--- config.mk ---
export PLATFORM = sky130hd
export DESIGN_NAME = cb_bus_cycle
export DESIGN_NICKNAME = d
export VERILOG_FILES = /design/src/hw/cb_sync.v /design/src/hw/cb_ack_sampler.v /design/src/hw/cb_bus_cycle.v
export VERILOG_INCLUDE_DIRS = /design/src /design/src/shared
export SDC_FILE = /design/constraint.sdc
export NUM_CORES = 1
export LEC_CHECK = 0
export BUFFER_PORTS_ARGS = -buffer_cell sky130_fd_sc_hd__buf_4
export CORE_MARGIN = 2
export CORE_UTILIZATION = 45
export DETAILED_ROUTE_END_ITERATION = 8
export PLACE_DENSITY = 0.74
export SLEW_MARGIN = 10
export SYNTH_ARGS = -nofsm -noshare
export SYNTH_HDL_FRONTEND = slang
export SYNTH_SLANG_ARGS = --single-unit
--- constraint.sdc ---
create_clock -name core_clk -period 2.55 [get_ports core_clk]
set_input_delay 0.51 -clock core_clk [delete_from_list [all_inputs] [get_ports core_clk]]
set_output_delay 0.51 -clock core_clk [all_outputs]
set_load 0.03 [all_outputs]
--- src/shared/cb_consts.vh ---
// Constants for the processor bus read/write cycle engine
`ifndef CB_CONSTS_VH
`define CB_CONSTS_VH

// ----------------------------------------------------------------
// Access status codes
// ----------------------------------------------------------------
`define CB_SAS_WRITE      4'hA
`define CB_SAS_NOP        4'hF

// ----------------------------------------------------------------
// Direction levels and idle values
// ----------------------------------------------------------------
`define CB_DIR_READ       1'b1
`define CB_DIR_WRITE      1'b0
`define CB_ADDR_IDLE      32'h00000000
`define CB_SIZE_IDLE      2'h0

// ----------------------------------------------------------------
// Synchroniser depth and control sample vector layout
// ----------------------------------------------------------------
`define CB_SYNC_STAGES    2
`define CB_CTRL_WIDTH     11
`define CB_EXC_FAULT      0
`define CB_EXC_RETRY      1
`define CB_EXC_YIELD      2

`endif

--- src/hw/cb_sync.v ---
// Two flip-flop synchroniser for pin-level inputs
`timescale 1ns/100ps
module cb_sync #(
    parameter WIDTH    = 1,
    parameter RST_VAL  = 0
) (
    input  wire             core_clk,
    input  wire             rst,
    input  wire [WIDTH-1:0] d_in,
    output reg  [WIDTH-1:0] q_out
);
    reg [WIDTH-1:0] meta_q;

    // First stage feeds only the second stage
    always @(posedge core_clk)
    begin
        if (rst)
        begin
            meta_q <= {WIDTH{RST_VAL[0]}};
            q_out  <= {WIDTH{RST_VAL[0]}};
        end
        else
        begin
            meta_q <= d_in;
            q_out  <= meta_q;
        end
    end
endmodule // cb_sync

--- src/hw/cb_ack_sampler.v ---
// Acknowledge and exception sampler for one bus transaction
`timescale 1ns/100ps
module cb_ack_sampler (
    input  wire       core_clk,
    input  wire       rst,
    input  wire       clear,
    input  wire       async_pt,
    input  wire       sync_pt,
    input  wire       async_ack,
    input  wire [2:0] async_exc,
    input  wire       sync_ack,
    input  wire [2:0] sync_exc,
    input  wire       dbl_ack,
    output wire       ack_d,
    output wire [2:0] exc_d,
    output reg        ack_q,
    output reg  [2:0] exc_q,
    output reg        dbl_q
);
    wire async_hit;
    wire sync_hit;

    // Only the first acknowledge counts; later samples are ignored
    assign async_hit = async_pt & async_ack & ~ack_q;
    assign sync_hit  = sync_pt & sync_ack & ~ack_q & ~async_hit;
    assign ack_d     = ack_q | async_hit | sync_hit;
    // Exceptions taken once, from the path whose acknowledge won
    assign exc_d     = async_hit ? async_exc : (sync_hit ? sync_exc : exc_q);

    always @(posedge core_clk)
    begin
        if (rst || clear)
        begin
            ack_q <= 1'b0;
            exc_q <= 3'h0;
            dbl_q <= 1'b0;
        end
        else
        begin
            ack_q <= ack_d;
            exc_q <= exc_d;
            // Double fetch is taken once, at the synchronous point on or after the acknowledge
            if (sync_pt && ack_d)
            begin
                dbl_q <= dbl_ack;
            end
        end
    end
endmodule // cb_ack_sampler

--- src/hw/cb_bus_cycle.v ---
// Bus master engine for processor read and write transactions
`timescale 1ns/100ps
`include "cb_consts.vh"
module cb_bus_cycle #(
    parameter [3:0] NOP_CODE = `CB_SAS_NOP
) (
    input  wire        core_clk,
    input  wire        rst,
    input  wire        req_valid,
    output wire        req_ready,
    input  wire        req_write,
    input  wire [31:0] req_addr,
    input  wire [1:0]  req_size,
    input  wire [3:0]  req_status,
    input  wire [31:0] req_wdata,
    input  wire        virtual_mode,
    output reg         rsp_valid,
    output reg  [31:0] rsp_rdata,
    output reg  [2:0]  rsp_exc,
    output reg         rsp_dbl,
    output reg  [31:0] location_bus,
    output reg         location_bus_oe_n,
    output reg  [1:0]  transfer_size,
    output reg         dir_read,
    output reg  [3:0]  access_status_code,
    output reg         cycle_begin_n,
    output reg         address_strobe_n,
    output reg         data_strobe_n,
    output reg         data_done_out_n,
    output reg  [31:0] data_out,
    output reg         data_oe_n,
    input  wire [31:0] data_in,
    input  wire        async_transfer_ack_n,
    input  wire        sync_ready_in_n,
    input  wire        fault_in_n,
    input  wire        retry_in_n,
    input  wire        yield_retry_req_n,
    input  wire        double_fetch_ack_n,
    input  wire        bus_request_in_n,
    input  wire        bus_grant_ack_n,
    input  wire [3:0]  irq_level_in_n,
    input  wire        nonmask_irq_n,
    input  wire        auto_vector_in_n,
    input  wire        irq_option_in_n,
    input  wire        stop_in_n,
    input  wire        reset_request_in_n,
    output reg         clock_phase_a,
    output reg         clock_phase_b,
    output reg  [10:0] sampled_ctrl
);
    // ----------------------------------------------------------------
    // State codes, one per clock state
    // ----------------------------------------------------------------
    localparam [3:0] ST_IDLE = 4'h0;
    localparam [3:0] ST_PRE0 = 4'h1;
    localparam [3:0] ST_PRE1 = 4'h2;
    localparam [3:0] ST_S0   = 4'h3;
    localparam [3:0] ST_S1   = 4'h4;
    localparam [3:0] ST_S2   = 4'h5;
    localparam [3:0] ST_S3   = 4'h6;
    localparam [3:0] ST_S4   = 4'h7;
    localparam [3:0] ST_S5   = 4'h8;
    localparam [3:0] ST_W0   = 4'h9;
    localparam [3:0] ST_W1   = 4'hA;
    localparam [3:0] ST_E0   = 4'hB;
    localparam [3:0] ST_E1   = 4'hC;

    reg  [3:0]  state_q;
    reg  [3:0]  state_d;
    reg         phase_q;
    reg         wr_q;
    reg  [31:0] addr_q;
    reg  [1:0]  size_q;
    reg  [3:0]  code_q;
    reg  [31:0] wdata_q;
    reg         virt_q;
    wire        accept;
    wire [3:0]  ack_exc_s;
    wire [10:0] ctrl_s;
    wire        ack_d;
    wire [2:0]  exc_d;
    wire        ack_q;
    wire [2:0]  exc_q;
    wire        dbl_q;
    wire        in_txn;
    wire        in_wait;

    // Active-state tests used by several outputs
    function in_set;
        input [3:0] s;
        input [3:0] lo;
        input [3:0] hi;
        begin
            in_set = (s >= lo) && (s <= hi);
        end
    endfunction

    // ----------------------------------------------------------------
    // Input synchronisers
    // ----------------------------------------------------------------
    // Async acknowledge and its exceptions share one two-stage latch
    cb_sync #(
        .WIDTH   (4),
        .RST_VAL (0)
    ) u_ack_sync (
        .core_clk (core_clk),
        .rst      (rst),
        .d_in     ({~yield_retry_req_n, ~retry_in_n, ~fault_in_n, ~async_transfer_ack_n}),
        .q_out    (ack_exc_s)
    );

    cb_sync #(
        .WIDTH   (`CB_CTRL_WIDTH),
        .RST_VAL (0)
    ) u_ctrl_sync (
        .core_clk (core_clk),
        .rst      (rst),
        .d_in     ({~bus_request_in_n, ~bus_grant_ack_n, ~irq_level_in_n, ~nonmask_irq_n,
                    ~auto_vector_in_n, ~irq_option_in_n, ~stop_in_n, ~reset_request_in_n}),
        .q_out    (ctrl_s)
    );

    // ----------------------------------------------------------------
    // Acknowledge sampling points
    // ----------------------------------------------------------------
    // Sync ready and its exceptions are taken raw: they meet setup to core_clk
    cb_ack_sampler u_sampler (
        .core_clk  (core_clk),
        .rst       (rst),
        .clear     (state_q == ST_S0),
        .async_pt  ((state_q == ST_S2) || (state_q == ST_W0)),
        .sync_pt   ((state_q == ST_S3) || (state_q == ST_W1)),
        .async_ack (ack_exc_s[0]),
        .async_exc (ack_exc_s[3:1]),
        .sync_ack  (~sync_ready_in_n),
        .sync_exc  ({~yield_retry_req_n, ~retry_in_n, ~fault_in_n}),
        .dbl_ack   (~double_fetch_ack_n),
        .ack_d     (ack_d),
        .exc_d     (exc_d),
        .ack_q     (ack_q),
        .exc_q     (exc_q),
        .dbl_q     (dbl_q)
    );

    // ----------------------------------------------------------------
    // Clock states and control sampling
    // ----------------------------------------------------------------
    // Even states start a bus clock cycle; phase_q high marks its second half
    always @(posedge core_clk)
    begin
        if (rst)
        begin
            phase_q       <= 1'b0;
            clock_phase_a <= 1'b0;
            clock_phase_b <= 1'b0;
            sampled_ctrl  <= 11'h000;
        end
        else
        begin
            phase_q       <= ~phase_q;
            clock_phase_a <= ~phase_q;
            clock_phase_b <= clock_phase_a;
            if (phase_q)
            begin
                sampled_ctrl <= ctrl_s;
            end
        end
    end

    // ----------------------------------------------------------------
    // Sequencer
    // ----------------------------------------------------------------
    // New work only at a cycle boundary so state zero lands on an even state
    assign accept    = req_valid && (((state_q == ST_IDLE) && phase_q) || (state_q == ST_E1));
    assign req_ready = ((state_q == ST_IDLE) && phase_q) || (state_q == ST_E1);

    always @*
    begin
        state_d = state_q;
        case (state_q)
            ST_IDLE: state_d = accept ? ST_PRE0 : ST_IDLE;
            ST_PRE0: state_d = ST_PRE1;
            ST_PRE1: state_d = ST_S0;
            ST_S0:   state_d = ST_S1;
            ST_S1:   state_d = ST_S2;
            ST_S2:   state_d = ST_S3;
            ST_S3:   state_d = ack_d ? ST_S4 : ST_W0;
            ST_W0:   state_d = ST_W1;
            ST_W1:   state_d = ack_d ? ST_S4 : ST_W0;
            ST_S4:   state_d = ST_S5;
            ST_S5:   state_d = ST_E0;
            ST_E0:   state_d = ST_E1;
            ST_E1:   state_d = accept ? ST_PRE0 : ST_IDLE;
            default: state_d = ST_IDLE;
        endcase
    end

    always @(posedge core_clk)
    begin
        if (rst)
        begin
            state_q <= ST_IDLE;
            wr_q    <= 1'b0;
            addr_q  <= `CB_ADDR_IDLE;
            size_q  <= `CB_SIZE_IDLE;
            code_q  <= NOP_CODE;
            wdata_q <= 32'h00000000;
            virt_q  <= 1'b0;
        end
        else
        begin
            state_q <= state_d;
            if (accept)
            begin
                wr_q    <= req_write;
                addr_q  <= req_addr;
                size_q  <= req_size;
                code_q  <= req_write ? `CB_SAS_WRITE : req_status;
                wdata_q <= req_wdata;
                virt_q  <= virtual_mode;
            end
        end
    end

    assign in_txn   = in_set(state_d, ST_S0, ST_W1);
    assign in_wait  = (state_d == ST_W0) || (state_d == ST_W1);

    // ----------------------------------------------------------------
    // Pin outputs, registered against the state being entered
    // ----------------------------------------------------------------
    always @(posedge core_clk)
    begin
        if (rst)
        begin
            location_bus       <= `CB_ADDR_IDLE;
            location_bus_oe_n  <= 1'b1;
            transfer_size      <= `CB_SIZE_IDLE;
            dir_read           <= `CB_DIR_READ;
            access_status_code <= NOP_CODE;
            cycle_begin_n      <= 1'b1;
            address_strobe_n   <= 1'b1;
            data_strobe_n      <= 1'b1;
            data_done_out_n    <= 1'b1;
            data_out           <= 32'h00000000;
            data_oe_n          <= 1'b1;
        end
        else
        begin
            // Address, size and direction held from state zero through the tail
            if (state_d == ST_S0)
            begin
                location_bus  <= addr_q;
                transfer_size <= size_q;
                dir_read      <= wr_q ? `CB_DIR_WRITE : `CB_DIR_READ;
            end
            // Virtual mode releases the address after state one for translation
            location_bus_oe_n <= ~(in_txn && (!virt_q || in_set(state_d, ST_S0, ST_S1)));
            cycle_begin_n     <= ~in_set(state_d, ST_S0, ST_S3);
            address_strobe_n  <= ~(in_set(state_d, ST_S1, ST_S4) || in_wait);
            // Read strobes match; write data strobe trails by one cycle
            data_strobe_n     <= ~((wr_q ? in_set(state_d, ST_S3, ST_S4)
                                         : in_set(state_d, ST_S1, ST_S4)) || in_wait);
            // Status code: one cycle ahead, then two cycles
            if (state_d == ST_PRE0)
            begin
                access_status_code <= accept ? (req_write ? `CB_SAS_WRITE : req_status)
                                             : code_q;
            end
            else if (state_d == ST_S4)
            begin
                // Look ahead to a queued request
                access_status_code <= req_valid ? (req_write ? `CB_SAS_WRITE : req_status)
                                                : NOP_CODE;
            end
            else if (state_d == ST_IDLE)
            begin
                access_status_code <= NOP_CODE;
            end
            data_done_out_n <= ~(in_set(state_d, ST_S4, ST_S5) && (exc_d == 3'h0));
            // Write data from state two to the end of the transaction
            data_oe_n <= ~(wr_q && (in_set(state_d, ST_S2, ST_S5) || in_wait));
            if (state_d == ST_S2)
            begin
                data_out <= wdata_q;
            end
        end
    end

    // ----------------------------------------------------------------
    // Read capture and response
    // ----------------------------------------------------------------
    always @(posedge core_clk)
    begin
        if (rst)
        begin
            rsp_valid <= 1'b0;
            rsp_rdata <= 32'h00000000;
            rsp_exc   <= 3'h0;
            rsp_dbl   <= 1'b0;
        end
        else
        begin
            rsp_valid <= (state_q == ST_S4);
            if (state_q == ST_S4)
            begin
                // Data bus is valid while the strobes close
                if (!wr_q)
                begin
                    rsp_rdata <= data_in;
                end
                rsp_exc <= exc_q;
                rsp_dbl <= dbl_q;
            end
        end
    end
endmodule // cb_bus_cycle

==> impl_results.md <==
- Status: complete, no violations
- Critical path class: reg -> out
- Residual DRC: 0
- Total setup buffers inserted after CTS: 0
- Reg power frac: 47.4%
- Slew margin rel.: between 20% and 30%
- Vias in the first global route: ~6500
- Final-report max-slew violation count: 0
- Hold Path Class: in -> reg
- Die area: between 15000 and 20000 µm²
- Detailed Routing Iterations Pass 1: 4
- Post-Synthesis Net Count: 1102
- Initial antenna violation count: 0
- Cell depth of the worst flop-to-flop path: 4
- Final cell area excluding filler cells: approximately 11000 µm²
- DP Worst Slack: between 0.4 and 0.5 ns
- Row Count: a little under 50
- CTS tree: built
- DR vias: 7159
- Pwr per Cell Area: between 700 and 800 nW/µm²
- Least-Margin Pin Slew: about 1.1 ns
- Wire length per cell: about 14 µm
- Initial DRC count: around 370
- Sequential share of the synthesized area: between 50% and 60%
- Synth Instances: approximately 980
- Clock buffer depth: 3
- Yosys cell types: between 40 and 50
- I/O Pins: 252
- CTS buffer count: 24
- H-tree levels: 1
- Crit start category: flip-flop
- Final hold violations: 0
- WP data arrival: roughly 1.9 ns
- Leading cell type in the layout, fill and taps excluded: nand2_1
- Worst skew pair latency: just over 0.5 ns
- Initial Utilization: between 40% and 50%
- Yosys Warn Count: 0
- ANT nets after route: 0
- Global route overflow: 0
- Critical path peak fanout: 15
- Synth area leader: dfxtp_1
- Synth Cell Area: a little over 8000 µm²
- Worst setup margin: approximately 0.14 ns
- Synth top area share: a little under three fifths
- Register clock-pin slew on the reported worst setup and hold paths: 0.06 ns
- GPL Wtd Cong: just over 0.8
- EDFF count, synth: 0
- # clock sinks: 234
- Critical R2R Launch: state_q[0]$_SDFF_PP0_
- Hold wc startpoint: bus_grant_ack_n
- Final setup viols: 0
- Crit end category: output port
- Max incr delay on CP: ~0.5 ns
- Clock Tree Root: clkbuf_16
- GR Util All Layers: 19.6%
- P&R area growth vs syn: 33.2%
- Fmax: between 400 and 500 MHz
- CP required: approximately 2.0 ns
- Largest cells by area after synthesis: dfxtp_1 56%, nand2_1 15%, a21oi_1 11%
- Antenna Cells: 0
- Maximum vdd drop: about 0.51 mV
- DP Wirelength: around 13000 µm
- Fin util: between 60% and 70%
- I/O Buffers: between 200 and 300
- Count of maximum capacitance violations: 0
- Core box area: around 18000 µm²
- Sw power: between 1.5 and 2 mW
- Layout Nets: 1322
- Global-route wire length before repair: between 30000 and 40000 µm
- Die X: ~140 µm
- Slowest cell on crit path: dfxtp_1
- Final Cycle Share: a little over nine tenths
- Skew final: between 0.005 and 0.006 ns
- Largest net degree at the start of global routing: 107
- Worst path buffer plus inverter count: 2
- Share of cells above drive strength 1: around 27%
- Flops & latches, synth: approximately 230
- Tmin final: between 2 and 2.5 ns
- Critical path's top delay family: flip-flops
- Worst setup path startpoint: state_q[0]$_SDFF_PP0_
- Internal power: 6.24 mW
- FF-to-FF setup slack: roughly 0.46 ns
- Inst Count DP: 1401
- Finished Layout Cells: ~1400
- Setup TNS: 0 ns
- Logic pwr share: 7.7%
- Ys async rst share: 0%
- RSZ-0062 raised after global routing: false
- Crit-path cells: nor2_1 > o21ai_0 > inv_1 > buf_4
- Sw Ratio: a little under a quarter
- Reg2reg end: rsp_rdata[11]$_SDFFE_PP0P_
- Clk network pwr share: roughly 45%
- Primary FF master, synth: dfxtp_1
- Leak: between 4 and 5 nW
- Die Ht: between 100 and 150 µm
- Drt via density: between 4 and 5
- DP Area: ~10000 µm²
- Worst Hold End: u_ctrl_sync.meta_q[9]$_SDFF_PP0_
- Mean Syn Cell Area: about 8.5 µm²
- Most frequent cells in the layout: 335 x nand2_1, 264 x buf_4, 233 x dfxtp_1
- Final Routed Wirelength: 20200 µm
- Hold path cells: 2
-- registers in the layout (all words and copies together) (netlist names), 4 cells and up --
signal and flops:
u_ctrl_sync.meta_q 11, location_bus 32, wdata_q 32, state_q 4, u_ack_sync.q_out 4, rsp_rdata 32
sampled_ctrl 11, data_out 32, access_status_code 4, addr_q 32, u_ack_sync.meta_q 4, u_ctrl_sync.q_out 11
-- worst max path at each step --
stage          cells after the start  slack [ns]                          to
3_3_place_gp                       4        0.44   rsp_rdata[8]$_SDFFE_PP0P_
2_1_floorplan                      4        0.76                   req_ready
5_1_grt                            4        0.04                   req_ready
3_5_place_dp                       4        0.40  rsp_rdata[11]$_SDFFE_PP0P_
6_report                           4        0.14                   req_ready
4_1_cts                            4        0.06                   req_ready
-- layer usage --
metal  part of all wire (%)  vias to the layer above  global-route usage (%)
li1                       -                     3625                       -
met1                     44                     3297                    25.5
met2                     47                      209                    32.3
met3                    7.9                       28                    5.40
met4                    1.6                        0                    5.21
met5                      0                        -                       0
-- power by group through the flow --
stage	clock (mW)	combinational (mW)	sequential, mW
6_report	3.62	0.619	3.82
5_1_grt	3.85	0.682	3.83
4_1_cts	3.70	0.626	3.82
3_5_place_dp	0	0.624	3.90
3_3_place_gp	0	0.618	3.89
2_1_floorplan	0	0.341	3.92
-- metrics by stage --
stage / hold WS (ns) / total power [mW]
final: 0.149 / 8.06
after CTS: 0.131 / 8.14
after detailed placement: 0.427 / 4.52
after global placement: 0.417 / 4.51
after floorplan: 0.414 / 4.26
after global routing: 0.134 / 8.36
-- cell usage after synthesis (6+ instances only) --
| cell | n |
|---|---|
| buf_2 | 26 |
| nor2b_1 | 22 |
| clkbuf_1 | 30 |
| a21oi_1 | 178 |
| inv_1 | 6 |
| buf_4 | 8 |
| nand2_1 | 335 |
| buf_6 | 10 |
| mux2i_1 | 17 |
| dfxtp_1 | 234 |
| nor2_1 | 43 |
-- layout make-up --
cell class	instances	area (µm²)
timing repair buffer	268	2050
clock inverter	13	168
fill	1622	6970
tap	229	287
sequential	234	4690
multi-input combinational	664	3190
clock buffer	29	651
inverter	6	22.5
-- repair_timing --
action | 4_1_cts | 5_1_grt
setup endpoints to repair | 0 | 1
resized for setup | 0 | 1
hold endpoints to repair | 0 | 0
hold buffers | 0 | 0
-- worst register-to-register path, stage by stage, from the launching register on --
cell and delay, ns:
dfxtp_1 0.72, nand4b_4 0.26, or2_1 0.67, nand2_1 0.21, a21oi_1 0.08
-- logic make-up after synthesis --
family	Yosys count	share of synthesized area [%]
AO/OA/AOI/OAI	213	14.0
XOR/XNOR	2	0.437
buffers and inverters	80	5.28
flip-flops	234	56.4
multiplexers	17	2.05
AND/OR/NAND/NOR	432	21.8
No activity file was read; power rests on OpenSTA's default activity.
